===== src/amx_pkg.sv =====
// Constants, types and helpers shared by the address/data pin mux and its helpers.
// Assumes one core clock (pclk) and an active-low asynchronous reset (presetn).
// Notes on behaviour
// - Pins become flag lines only with control bit 20 set and port disabled.
// - Pins 0-7 serve flags 8-15, pins 8-15 serve flags 0-7, order kept.
// - Boot straps 00 SPI slave, 01 SPI master, 10 parallel EPROM, 11 ROM only.
// - Ratio straps 00 give 3:1, 01 16:1, 10 8:1; 11 is reserved.
// - 8-bit mode, strobe high: address 15-8 on pins 7-0, 23-16 on 15-8.
// - 8-bit mode, strobe low: address 7-0 on pins 15-8, data on pins 7-0.
// - 16-bit mode, strobe high: address 15-0 on pins 15-0 in place.
// - 16-bit mode, strobe low: data 15-0 on pins 15-0 in place.
// - Read, write and latch strobes are always driven, never released.
// - After reset release wait 4096 input clocks, then start execution.
package amx_pkg;

  localparam int unsigned PIN_W = 16;

  // APB register byte offsets.
  localparam logic [7:0] OFS_SYS_CTRL = 8'h00;
  localparam logic [7:0] OFS_FLAG_OUT = 8'h04;
  localparam logic [7:0] OFS_FLAG_OE  = 8'h08;
  localparam logic [7:0] OFS_FLAG_IN  = 8'h0c;
  localparam logic [7:0] OFS_BUS_ADDR = 8'h10;
  localparam logic [7:0] OFS_BUS_DATA = 8'h14;
  localparam logic [7:0] OFS_BUS_CMD  = 8'h18;
  localparam logic [7:0] OFS_STATUS   = 8'h1c;

  // Field positions.
  localparam int unsigned PORT_EN_BIT   = 0;
  localparam int unsigned WIDTH16_BIT   = 1;
  localparam int unsigned FLAG_MODE_BIT = 20;
  localparam int unsigned CMD_GO_BIT    = 0;
  localparam int unsigned CMD_READ_BIT  = 1;
  localparam int unsigned ST_BUSY_BIT   = 0;
  localparam int unsigned ST_RUN_BIT    = 1;
  localparam int unsigned ST_RSV_BIT    = 2;
  localparam int unsigned ST_BOOT_LSB   = 4;
  localparam int unsigned ST_RATIO_LSB  = 8;

  localparam logic [31:0] SYS_CTRL_MASK = 32'h0010_0003;
  localparam logic [31:0] SYS_CTRL_RST  = 32'h0000_0000;

  // Timing: clock multiplier lock wait, in input clocks, counted on pclk.
  localparam int unsigned LOCK_CYCLES   = 4096;
  localparam int unsigned ALE_CYCLES    = 2;
  localparam int unsigned SETUP_CYCLES  = 1;
  localparam int unsigned STROBE_CYCLES = 6;

  typedef enum logic [1:0] {
    boot_spi_slave, boot_spi_master, boot_parallel_eprom, boot_internal_rom
  } amx_boot_type;

  typedef enum logic [1:0] {
    ratio_3to1, ratio_16to1, ratio_8to1, ratio_reserved
  } amx_ratio_type;

  typedef struct packed {
    logic [PIN_W-1:0] dout;
    logic [PIN_W-1:0] oe;
  } amx_pin_drive_type;

  typedef struct packed {
    logic ale;
    logic rd_n;
    logic wr_n;
  } amx_strobe_type;

  localparam amx_strobe_type STROBE_IDLE = '{ale: 1'b0, rd_n: 1'b1, wr_n: 1'b1};

  // Swaps the two byte groups; the mapping is its own inverse.
  function automatic logic [PIN_W-1:0] amx_swap(input logic [PIN_W-1:0] v);
    return {v[7:0], v[15:8]};
  endfunction : amx_swap

endpackage : amx_pkg


===== src/amx_sync.sv =====
// Three-stage input synchroniser with agreement filter, one lane per bit.
// Assumes inputs are asynchronous to pclk; output settles 4 to 5 edges after a change.
module amx_sync #(
  parameter int unsigned W = 1
) (
  // Clock and reset
  input  wire logic         pclk,
  input  wire logic         presetn,
  // Data
  input  wire logic [W-1:0] raw,
  output logic      [W-1:0] value_q
);
  import amx_pkg::*;

  logic [W-1:0] s1_q;
  logic [W-1:0] s2_q;
  logic [W-1:0] s3_q;

  always_ff @(posedge pclk or negedge presetn) begin
    if (!presetn) begin
      s1_q <= '0;
      s2_q <= '0;
      s3_q <= '0;
    end else begin
      s1_q <= raw;
      s2_q <= s1_q;
      s3_q <= s2_q;
    end
  end

  // Only the second and third stages are compared; the first is never read here.
  for (genvar i = 0; i < W; i++) begin : g_lane
    always_ff @(posedge pclk or negedge presetn) begin
      if (!presetn) begin
        value_q[i] <= 1'b0;
      end else if (s2_q[i] == s3_q[i]) begin
        value_q[i] <= s3_q[i];
      end
    end
  end

endmodule : amx_sync


===== src/amx_strap_lock.sv =====
// Strap capture and clock-multiplier lock wait.
// Assumes straps arrive already synchronised to pclk and are steady around reset.
module amx_strap_lock (
  // Clock and reset
  input  wire logic          pclk,
  input  wire logic          presetn,
  // Synchronised straps
  input  wire logic [1:0]    boot_sync,
  input  wire logic [1:0]    ratio_sync,
  // Decoded results
  output amx_pkg::amx_boot_type  boot_q,
  output amx_pkg::amx_ratio_type ratio_q,
  output logic               locked_q
);
  import amx_pkg::*;

  logic [12:0] cnt_q;

  always_ff @(posedge pclk or negedge presetn) begin
    if (!presetn) begin
      cnt_q <= '0;
    end else if (!locked_q) begin
      cnt_q <= cnt_q + 13'h1;
    end
  end

  always_ff @(posedge pclk or negedge presetn) begin
    if (!presetn) begin
      locked_q <= 1'b0;
    end else if (cnt_q == 13'(LOCK_CYCLES - 1)) begin
      locked_q <= 1'b1;
    end
  end

  // A flop under asynchronous reset may not load a port, so the straps are
  // tracked by the clock through the lock wait and frozen once it ends.
  always_ff @(posedge pclk or negedge presetn) begin
    if (!presetn) begin
      boot_q  <= boot_spi_slave;
      ratio_q <= ratio_3to1;
    end else if (!locked_q) begin
      boot_q  <= amx_boot_type'(boot_sync);
      ratio_q <= amx_ratio_type'(ratio_sync);
    end
  end
endmodule : amx_strap_lock


===== src/amx_addr_data_mux.sv =====
// Address/data pin mux: flag mode, 8/16-bit bus cycles, strap decode, APB registers.
// Assumes an APB master on pclk; pins and straps are asynchronous and synchronised here.
module amx_addr_data_mux (
  // Clock and reset
  input  wire logic                       pclk,
  input  wire logic                       presetn,
  // APB slave
  input  wire logic [7:0]                 paddr,
  input  wire logic                       psel,
  input  wire logic                       penable,
  input  wire logic                       pwrite,
  input  wire logic [31:0]                pwdata,
  output logic      [31:0]                prdata,
  output logic                            pready,
  output logic                            pslverr,
  // Address/data pins
  input  wire logic [amx_pkg::PIN_W-1:0]  addr_data_pins_in,
  output amx_pkg::amx_pin_drive_type      addr_data_pins_drive,
  output amx_pkg::amx_strobe_type         bus_strobes,
  // Straps and start-up
  input  wire logic [1:0]                 boot_select_straps,
  input  wire logic [1:0]                 core_ratio_straps,
  output amx_pkg::amx_boot_type           boot_mode,
  output amx_pkg::amx_ratio_type          core_ratio,
  output logic                            core_run
);
  import amx_pkg::*;

  typedef enum logic [1:0] {st_idle, st_addr, st_setup, st_strobe} amx_state_type;

  logic [31:0]        sys_ctrl_q;
  logic [PIN_W-1:0]   flag_out_q;
  logic [PIN_W-1:0]   flag_oe_q;
  logic [23:0]        bus_addr_q;
  logic [15:0]        bus_data_q;
  logic [PIN_W-1:0]   pins_sync;
  logic [3:0]         straps_sync;
  amx_state_type      state_q;
  amx_state_type      state_d;
  logic [2:0]         cnt_q;
  logic [23:0]        xaddr_q;
  logic [15:0]        xdata_q;
  logic               xrd_q;
  logic               xwide_q;
  amx_pin_drive_type  pin_d;
  amx_strobe_type     strobe_d;
  logic [31:0]        rdata_d;
  logic               unmapped_d;
  logic               flag_en;
  logic               port_en;
  logic               acc_done;
  logic               wr_en;
  logic               go;
  logic               capture;

  // Synchronisers and strap capture.
  amx_sync #(.W(PIN_W)) u_pin_sync (
    .pclk    (pclk),
    .presetn (presetn),
    .raw     (addr_data_pins_in),
    .value_q (pins_sync)
  );

  amx_sync #(.W(4)) u_strap_sync (
    .pclk    (pclk),
    .presetn (presetn),
    .raw     ({boot_select_straps, core_ratio_straps}),
    .value_q (straps_sync)
  );

  amx_strap_lock u_strap_lock (
    .pclk       (pclk),
    .presetn    (presetn),
    .boot_sync  (straps_sync[3:2]),
    .ratio_sync (straps_sync[1:0]),
    .boot_q     (boot_mode),
    .ratio_q    (core_ratio),
    .locked_q   (core_run)
  );

  assign port_en  = sys_ctrl_q[PORT_EN_BIT];
  assign flag_en  = sys_ctrl_q[FLAG_MODE_BIT] && !port_en;
  assign acc_done = psel && penable && pready;
  assign wr_en    = acc_done && pwrite && !pslverr;
  assign go       = wr_en && (paddr == OFS_BUS_CMD) && pwdata[CMD_GO_BIT]
                    && state_q == st_idle && port_en && core_run;
  assign capture  = state_q == st_strobe && xrd_q && cnt_q == 3'(STROBE_CYCLES - 1);

  // APB: one wait state, so every answer comes from a flop.
  always_comb begin
    rdata_d    = '0;
    unmapped_d = 1'b0;
    case (paddr)
      OFS_SYS_CTRL: rdata_d = sys_ctrl_q;
      OFS_FLAG_OUT: rdata_d = {16'h0000, flag_out_q};
      OFS_FLAG_OE:  rdata_d = {16'h0000, flag_oe_q};
      OFS_FLAG_IN:  rdata_d = {16'h0000, amx_swap(pins_sync)};
      OFS_BUS_ADDR: rdata_d = {8'h00, bus_addr_q};
      OFS_BUS_DATA: rdata_d = {16'h0000, bus_data_q};
      OFS_BUS_CMD:  rdata_d = '0;
      OFS_STATUS: begin
        rdata_d[ST_BUSY_BIT] = state_q != st_idle;
        rdata_d[ST_RUN_BIT]  = core_run;
        rdata_d[ST_RSV_BIT]  = core_ratio == ratio_reserved;
        rdata_d[ST_BOOT_LSB +: 2]  = boot_mode;
        rdata_d[ST_RATIO_LSB +: 2] = core_ratio;
      end
      default: unmapped_d = 1'b1;
    endcase
  end

  always_ff @(posedge pclk or negedge presetn) begin
    if (!presetn) begin
      pready  <= 1'b0;
      pslverr <= 1'b0;
      prdata  <= '0;
    end else begin
      pready  <= psel && penable && !pready;
      pslverr <= psel && penable && !pready && unmapped_d;
      if (psel && penable && !pready && !pwrite) begin
        prdata <= rdata_d;
      end
    end
  end

  always_ff @(posedge pclk or negedge presetn) begin
    if (!presetn) begin
      sys_ctrl_q <= SYS_CTRL_RST;
    end else if (wr_en && paddr == OFS_SYS_CTRL) begin
      sys_ctrl_q <= pwdata & SYS_CTRL_MASK;
    end
  end

  always_ff @(posedge pclk or negedge presetn) begin
    if (!presetn) begin
      flag_out_q <= '0;
      flag_oe_q  <= '0;
      bus_addr_q <= '0;
    end else if (wr_en) begin
      if (paddr == OFS_FLAG_OUT) flag_out_q <= pwdata[15:0];
      if (paddr == OFS_FLAG_OE)  flag_oe_q  <= pwdata[15:0];
      if (paddr == OFS_BUS_ADDR) bus_addr_q <= pwdata[23:0];
    end
  end

  // Read data returned by the pins wins over a software write in the same cycle.
  always_ff @(posedge pclk or negedge presetn) begin
    if (!presetn) begin
      bus_data_q <= '0;
    end else if (capture) begin
      bus_data_q <= xwide_q ? pins_sync : {8'h00, pins_sync[7:0]};
    end else if (wr_en && paddr == OFS_BUS_DATA && state_q == st_idle) begin
      bus_data_q <= pwdata[15:0];
    end
  end

  // Bus cycle sequencer. Disabling the port aborts a cycle in flight.
  always_comb begin
    state_d = state_q;
    case (state_q)
      st_idle:   if (go) state_d = st_addr;
      st_addr:   if (cnt_q == 3'(ALE_CYCLES - 1)) state_d = st_setup;
      st_setup:  if (cnt_q == 3'(SETUP_CYCLES - 1)) state_d = st_strobe;
      st_strobe: if (cnt_q == 3'(STROBE_CYCLES - 1)) state_d = st_idle;
      default:   state_d = st_idle;
    endcase
    if (!port_en) state_d = st_idle;
  end

  always_ff @(posedge pclk or negedge presetn) begin
    if (!presetn) begin
      state_q <= st_idle;
      cnt_q   <= '0;
    end else begin
      state_q <= state_d;
      cnt_q   <= (state_d != state_q) ? 3'h0 : cnt_q + 3'h1;
    end
  end

  always_ff @(posedge pclk or negedge presetn) begin
    if (!presetn) begin
      xaddr_q <= '0;
      xdata_q <= '0;
      xrd_q   <= 1'b0;
      xwide_q <= 1'b0;
    end else if (go) begin
      xaddr_q <= bus_addr_q;
      xdata_q <= bus_data_q;
      xrd_q   <= pwdata[CMD_READ_BIT];
      xwide_q <= sys_ctrl_q[WIDTH16_BIT];
    end
  end

  // Pin drive follows the next state so the pins line up with state_q.
  always_comb begin
    pin_d    = '0;
    strobe_d = STROBE_IDLE;
    if (flag_en) begin
      pin_d.dout = amx_swap(flag_out_q);
      pin_d.oe   = amx_swap(flag_oe_q);
    end else if (port_en) begin
      case (state_d)
        st_addr: begin
          strobe_d.ale = 1'b1;
          pin_d.oe     = '1;
          if (state_q == st_idle ? sys_ctrl_q[WIDTH16_BIT] : xwide_q) begin
            pin_d.dout = state_q == st_idle ? bus_addr_q[15:0] : xaddr_q[15:0];
          end else begin
            pin_d.dout = state_q == st_idle ? bus_addr_q[23:8]
                                            : {xaddr_q[23:16], xaddr_q[15:8]};
          end
        end
        st_setup, st_strobe: begin
          if (state_d == st_strobe) begin
            strobe_d.rd_n = !xrd_q;
            strobe_d.wr_n = xrd_q;
          end
          if (xwide_q) begin
            pin_d.dout = xdata_q;
            pin_d.oe   = {16{!xrd_q}};
          end else begin
            pin_d.dout = {xaddr_q[7:0], xdata_q[7:0]};
            pin_d.oe   = {8'hff, {8{!xrd_q}}};
          end
        end
        default: pin_d = '0;
      endcase
    end
  end

  // Strobes are plain outputs with no enable, so they are driven at all times.
  always_ff @(posedge pclk or negedge presetn) begin
    if (!presetn) begin
      addr_data_pins_drive <= '0;
      bus_strobes          <= STROBE_IDLE;
    end else begin
      addr_data_pins_drive <= pin_d;
      bus_strobes          <= strobe_d;
    end
  end

  // Checks.
  logic [12:0] since_rst_q;

  always_ff @(posedge pclk or negedge presetn) begin
    if (!presetn) begin
      since_rst_q <= '0;
    end else if (since_rst_q != 13'h1fff) begin
      since_rst_q <= since_rst_q + 13'h1;
    end
  end
endmodule : amx_addr_data_mux


===== config.mk =====
export PLATFORM = sky130hd
export DESIGN_NAME = amx_addr_data_mux
export DESIGN_NICKNAME = d
export VERILOG_FILES = /design/src/amx_pkg.sv /design/src/amx_sync.sv /design/src/amx_strap_lock.sv /design/src/amx_addr_data_mux.sv
export SDC_FILE = /design/constraint.sdc
export NUM_CORES = 1
export LEC_CHECK = 0
export BUFFER_PORTS_ARGS = -buffer_cell sky130_fd_sc_hd__buf_4
export CORE_MARGIN = 3
export CORE_UTILIZATION = 50
export CTS_CLUSTER_DIAMETER = 120
export CTS_CLUSTER_SIZE = 12
export DETAILED_ROUTE_END_ITERATION = 12
export MAX_ROUTING_LAYER = met4
export PLACE_DENSITY_LB_ADDON = 0.08
export SLEW_MARGIN = 20
export SYNTH_ARGS = -nofsm -noshare
export SYNTH_HDL_FRONTEND = slang
export SYNTH_HIERARCHICAL = 1
export SYNTH_SLANG_ARGS = --single-unit

===== constraint.sdc =====
create_clock -name pclk -period 4.25 [get_ports pclk]
set_clock_uncertainty 0.05 [all_clocks]
set_input_delay 0.85 -clock pclk [delete_from_list [all_inputs] [get_ports pclk]]
set_output_delay 0.85 -clock pclk [all_outputs]
set_load 0.02 [all_outputs]

==> flow_summary_export.csv <==
group,metric,value,unit
hold_path,hp-class,"reg2reg",
cells_and_area,final_cell_area,13700,µm²
placed_design,dp_cells,1288,
timing,finalCritPeriodShare,0.675,
cts,clkSlewWorstSetupHoldPaths,60,ps
yosys,async_flop_share,1.00,
setup_path,path_buf_inv,2,
detailed_routing,vias,7449,
timing,period_minus_slack,2870,ps
setup_path,cp-end-kind,"register",
global_routing,grt_overflow,0,
yosys,synth_top_area_frac,0.597,
yosys,yosys.area.top_type,"dfrtp_1",
setup_path,cp-startpoint,"paddr[7]",
cts,h-tree-depth,1,
cells_and_area,drive_above_1_share,0.370,
setup_path,r2r_start,"cnt_q[1]",
timing,worstMarginPinSlew,1130,ps
placed_design,port_buffers,122,
timing,rsz0062_at_grt,"no",
cells_and_area,fin_nets,1073,
floorplanning,num_rows,55,
global_routing,grt_pass1_vias,7497,
setup_path,cp.arrival,3240,ps
power,p_leak,6.57,nW
setup_path,r2r_slack,1750,ps
detailed_routing,wl_per_cell,21.6,µm
cts,clock_sinks,281,
floorplanning,die_x,159,µm
setup_path,max_stage_delay,660,ps
timing,fmax,349,MHz
cells_and_area,antenna_cells,0,
setup_path,crit_slowest_cell,"nor4b_4",
setup_path,cp_common_cell,"buf_4",
yosys,syn_area,11700,µm²
floorplanning,ios,139,
floorplanning,start_util,0.513,
cts,cts_tree,"yes",
timing,fin_ws,1380,ps
setup_path,startpoint_type,"primary input",
timing,slew_viol_final,0,
cts,cts_setup_buffers,0,
setup_path,path_class,"in2reg",
detailed_routing,ant_nets,0,
setup_path,crit_chain,"buf_4 > or3_1 > nor4b_4 > nand3_2 > buf_4 > mux2_2",
yosys,synth_edf_count,0,
timing,whs,295,ps
global_routing,grtUsageTotal,0.235,
yosys,synth-seq-cells,281,
floorplanning,core,22800,µm²
yosys,synth.area.top_cells,"dfrtp_1, mux2_2, mux2i_1, nand2_1, maj3_2",
global_routing,grt_pass1_wl,45100,µm
timing,relSlewSlack,0.249,
placed_design,placed_area,13000,µm²
cts,clk_latency,550,ps
placed_design,gp_congestion,0.862,
power,ir_worst_vdd,300,µV
setup_path,required,4630,ps
power,power.total,5.15,mW
detailed_routing,drt_iter0_drc,549,
detailed_routing,vias_per_cell,5.62,
timing,fin_tns_setup,0,ps
cts,clock_path_buffers,3,
cells_and_area,stdcell_count,1326,
yosys,yosys.cell_types.count,61,
floorplanning,die-area,25200,µm²
setup_path,cp_num_cells,6,
cts,cts_inserted_buffers,27,
power,p_per_area,375,nW/µm²
global_routing,grt_max_degree,124,
run,drv_cap,0,
floorplanning,die_h,159,µm
cts,postCtsHoldBufs,0,
setup_path,ff2ff_path_depth,6,
placed_design,dp_hpwl,19000,µm
yosys,ys.flop_type,"dfrtp_1",
setup_path,crit_fanout,36,
setup_path,path_delay_family,"simple AND/OR/NAND/NOR gates",
timing,setup_viol,0,
global_routing,antenna_found_initial,0,
yosys,yosysSeqAreaShare,0.602,
cts,cts-root-buf,"clkbuf_16",
yosys,ys_warn_count,6,
cells_and_area,area_growth,17.6,%
cells_and_area,fin_util,0.603,
status,outcome,"finished, final reports clean",
detailed_routing,totalWireLength,28600,µm
setup_path,cp-endpoint,"xaddr_q[23]",
setup_path,reg2reg_to,"addr_data_pins_drive[21]",
placed_design,dp_slack,871,ps
detailed_routing,drc,0,
detailed_routing,first_pass_iters,4,
timing,finalHoldViolCount,0,
yosys,syn_inst,873,
cts,cts_resized,0,
yosys,postSynthAreaPerCell,13.4,µm²
==> report_power, final <==
| group | leakage [nW] | internal, mW | total, mW | switching (mW) |
|---|---|---|---|---|
| sequential | 3.67 | 2.73 | 2.77 | 0.0428 |
| clock | 0.358 | 1.16 | 2.14 | 0.980 |
| combinational | 2.54 | 0.0982 | 0.240 | 0.142 |
| total | 6.57 | 3.99 | 5.15 | 1.17 |
==> synthesized netlist by cell type, types with 2 or more instances <==
library cell / number
nand3_1: 4
inv_1: 16
clkbuf_1: 25
nor4_2: 4
buf_6: 2
and2_1: 2
buf_4: 9
mux4_2: 5
a211oi_1: 7
and3b_1: 2
o31ai_1: 8
nand4b_1: 2
a22o_1: 14
nand3_2: 2
nor4b_1: 2
buf_1: 5
maj3_2: 20
nor3_1: 8
nand3b_1: 2
ha_1: 4
nor2b_1: 4
a21oi_1: 25
mux2_2: 154
nor2_1: 42
a22oi_1: 21
or2_2: 2
nand2_1: 67
dfrtp_1: 279
xor2_1: 7
xnor2_1: 6
buf_2: 11
or3_1: 2
dfstp_2: 2
nor3b_1: 3
a221oi_1: 7
mux2i_1: 39
nand4_1: 6
o221ai_1: 2
o21ai_0: 29
==> layer usage <==
layer | vias up | GRT usage | share of wire
met3 | 53 | 0.0350 | 0.049
met4 | 0 | 0.0800 | 0.035
met2 | 224 | 0.338 | 0.45
li1 | 3383 | - | -
met1 | 3789 | 0.345 | 0.47
met5 | - | - | 0
==> worst min path at each step <==
stage,startpoint,endpoint,depth (start not counted)
finish,u_strap_sync/s1_q[0],u_strap_sync/s2_q[0],0
global route,u_pin_sync/s1_q[9],u_pin_sync/s2_q[9],0
CTS,u_pin_sync/s1_q[14],u_pin_sync/s2_q[14],0
detailed placement,u_pin_sync/s1_q[10],u_pin_sync/s2_q[10],0
floorplan,u_pin_sync/s1_q[0],u_pin_sync/s2_q[0],0
global placement,u_strap_sync/s1_q[0],u_strap_sync/s2_q[0],0
==> cells by family after synthesis <==
logic type	share of synthesized area
buffers and inverters	0.0275
other	0.000321
AOI/OAI and AO/OA	0.0699
muxes	0.192
xor gates and xnor gates	0.00974
and+or+nand+nor	0.0747
DFF	0.602
adders and majority gates	0.0236
==> registers in the layout, indices dropped and copies added, names as in the netlist, 24 cells and up <==
| register | cells |
|---|---|
| xaddr_q | 24 |
| prdata | 24 |
| addr_data_pins_drive | 32 |
| bus_addr_q | 24 |
==> final cells by class <==
class	instances	area, µm²
clock buffers	36	709
clock inverters	2	28.8
fillers	1836	9040
inverters	17	63.8
multi-input cells	530	4390
flip-flops and latches	281	7030
well taps	313	392
repair buffers	147	1120
==> layout by cell type, fill, tap and decap left out, types with 14 or more instances in the layout <==
cell / Yosys / layout
nor2_1: 42 / 41
a22oi_1: 21 / 21
a22o_1: 14 / 14
mux2_2: 154 / 154
inv_1: 16 / 16
dfrtp_1: 279 / 279
mux2i_1: 39 / 39
clkbuf_16: 0 / 27
buf_4: 9 / 145
nand2_1: 67 / 67
a21oi_1: 25 / 24
o21ai_0: 29 / 29
maj3_2: 20 / 20
No activity file was read; power rests on OpenSTA's default activity.
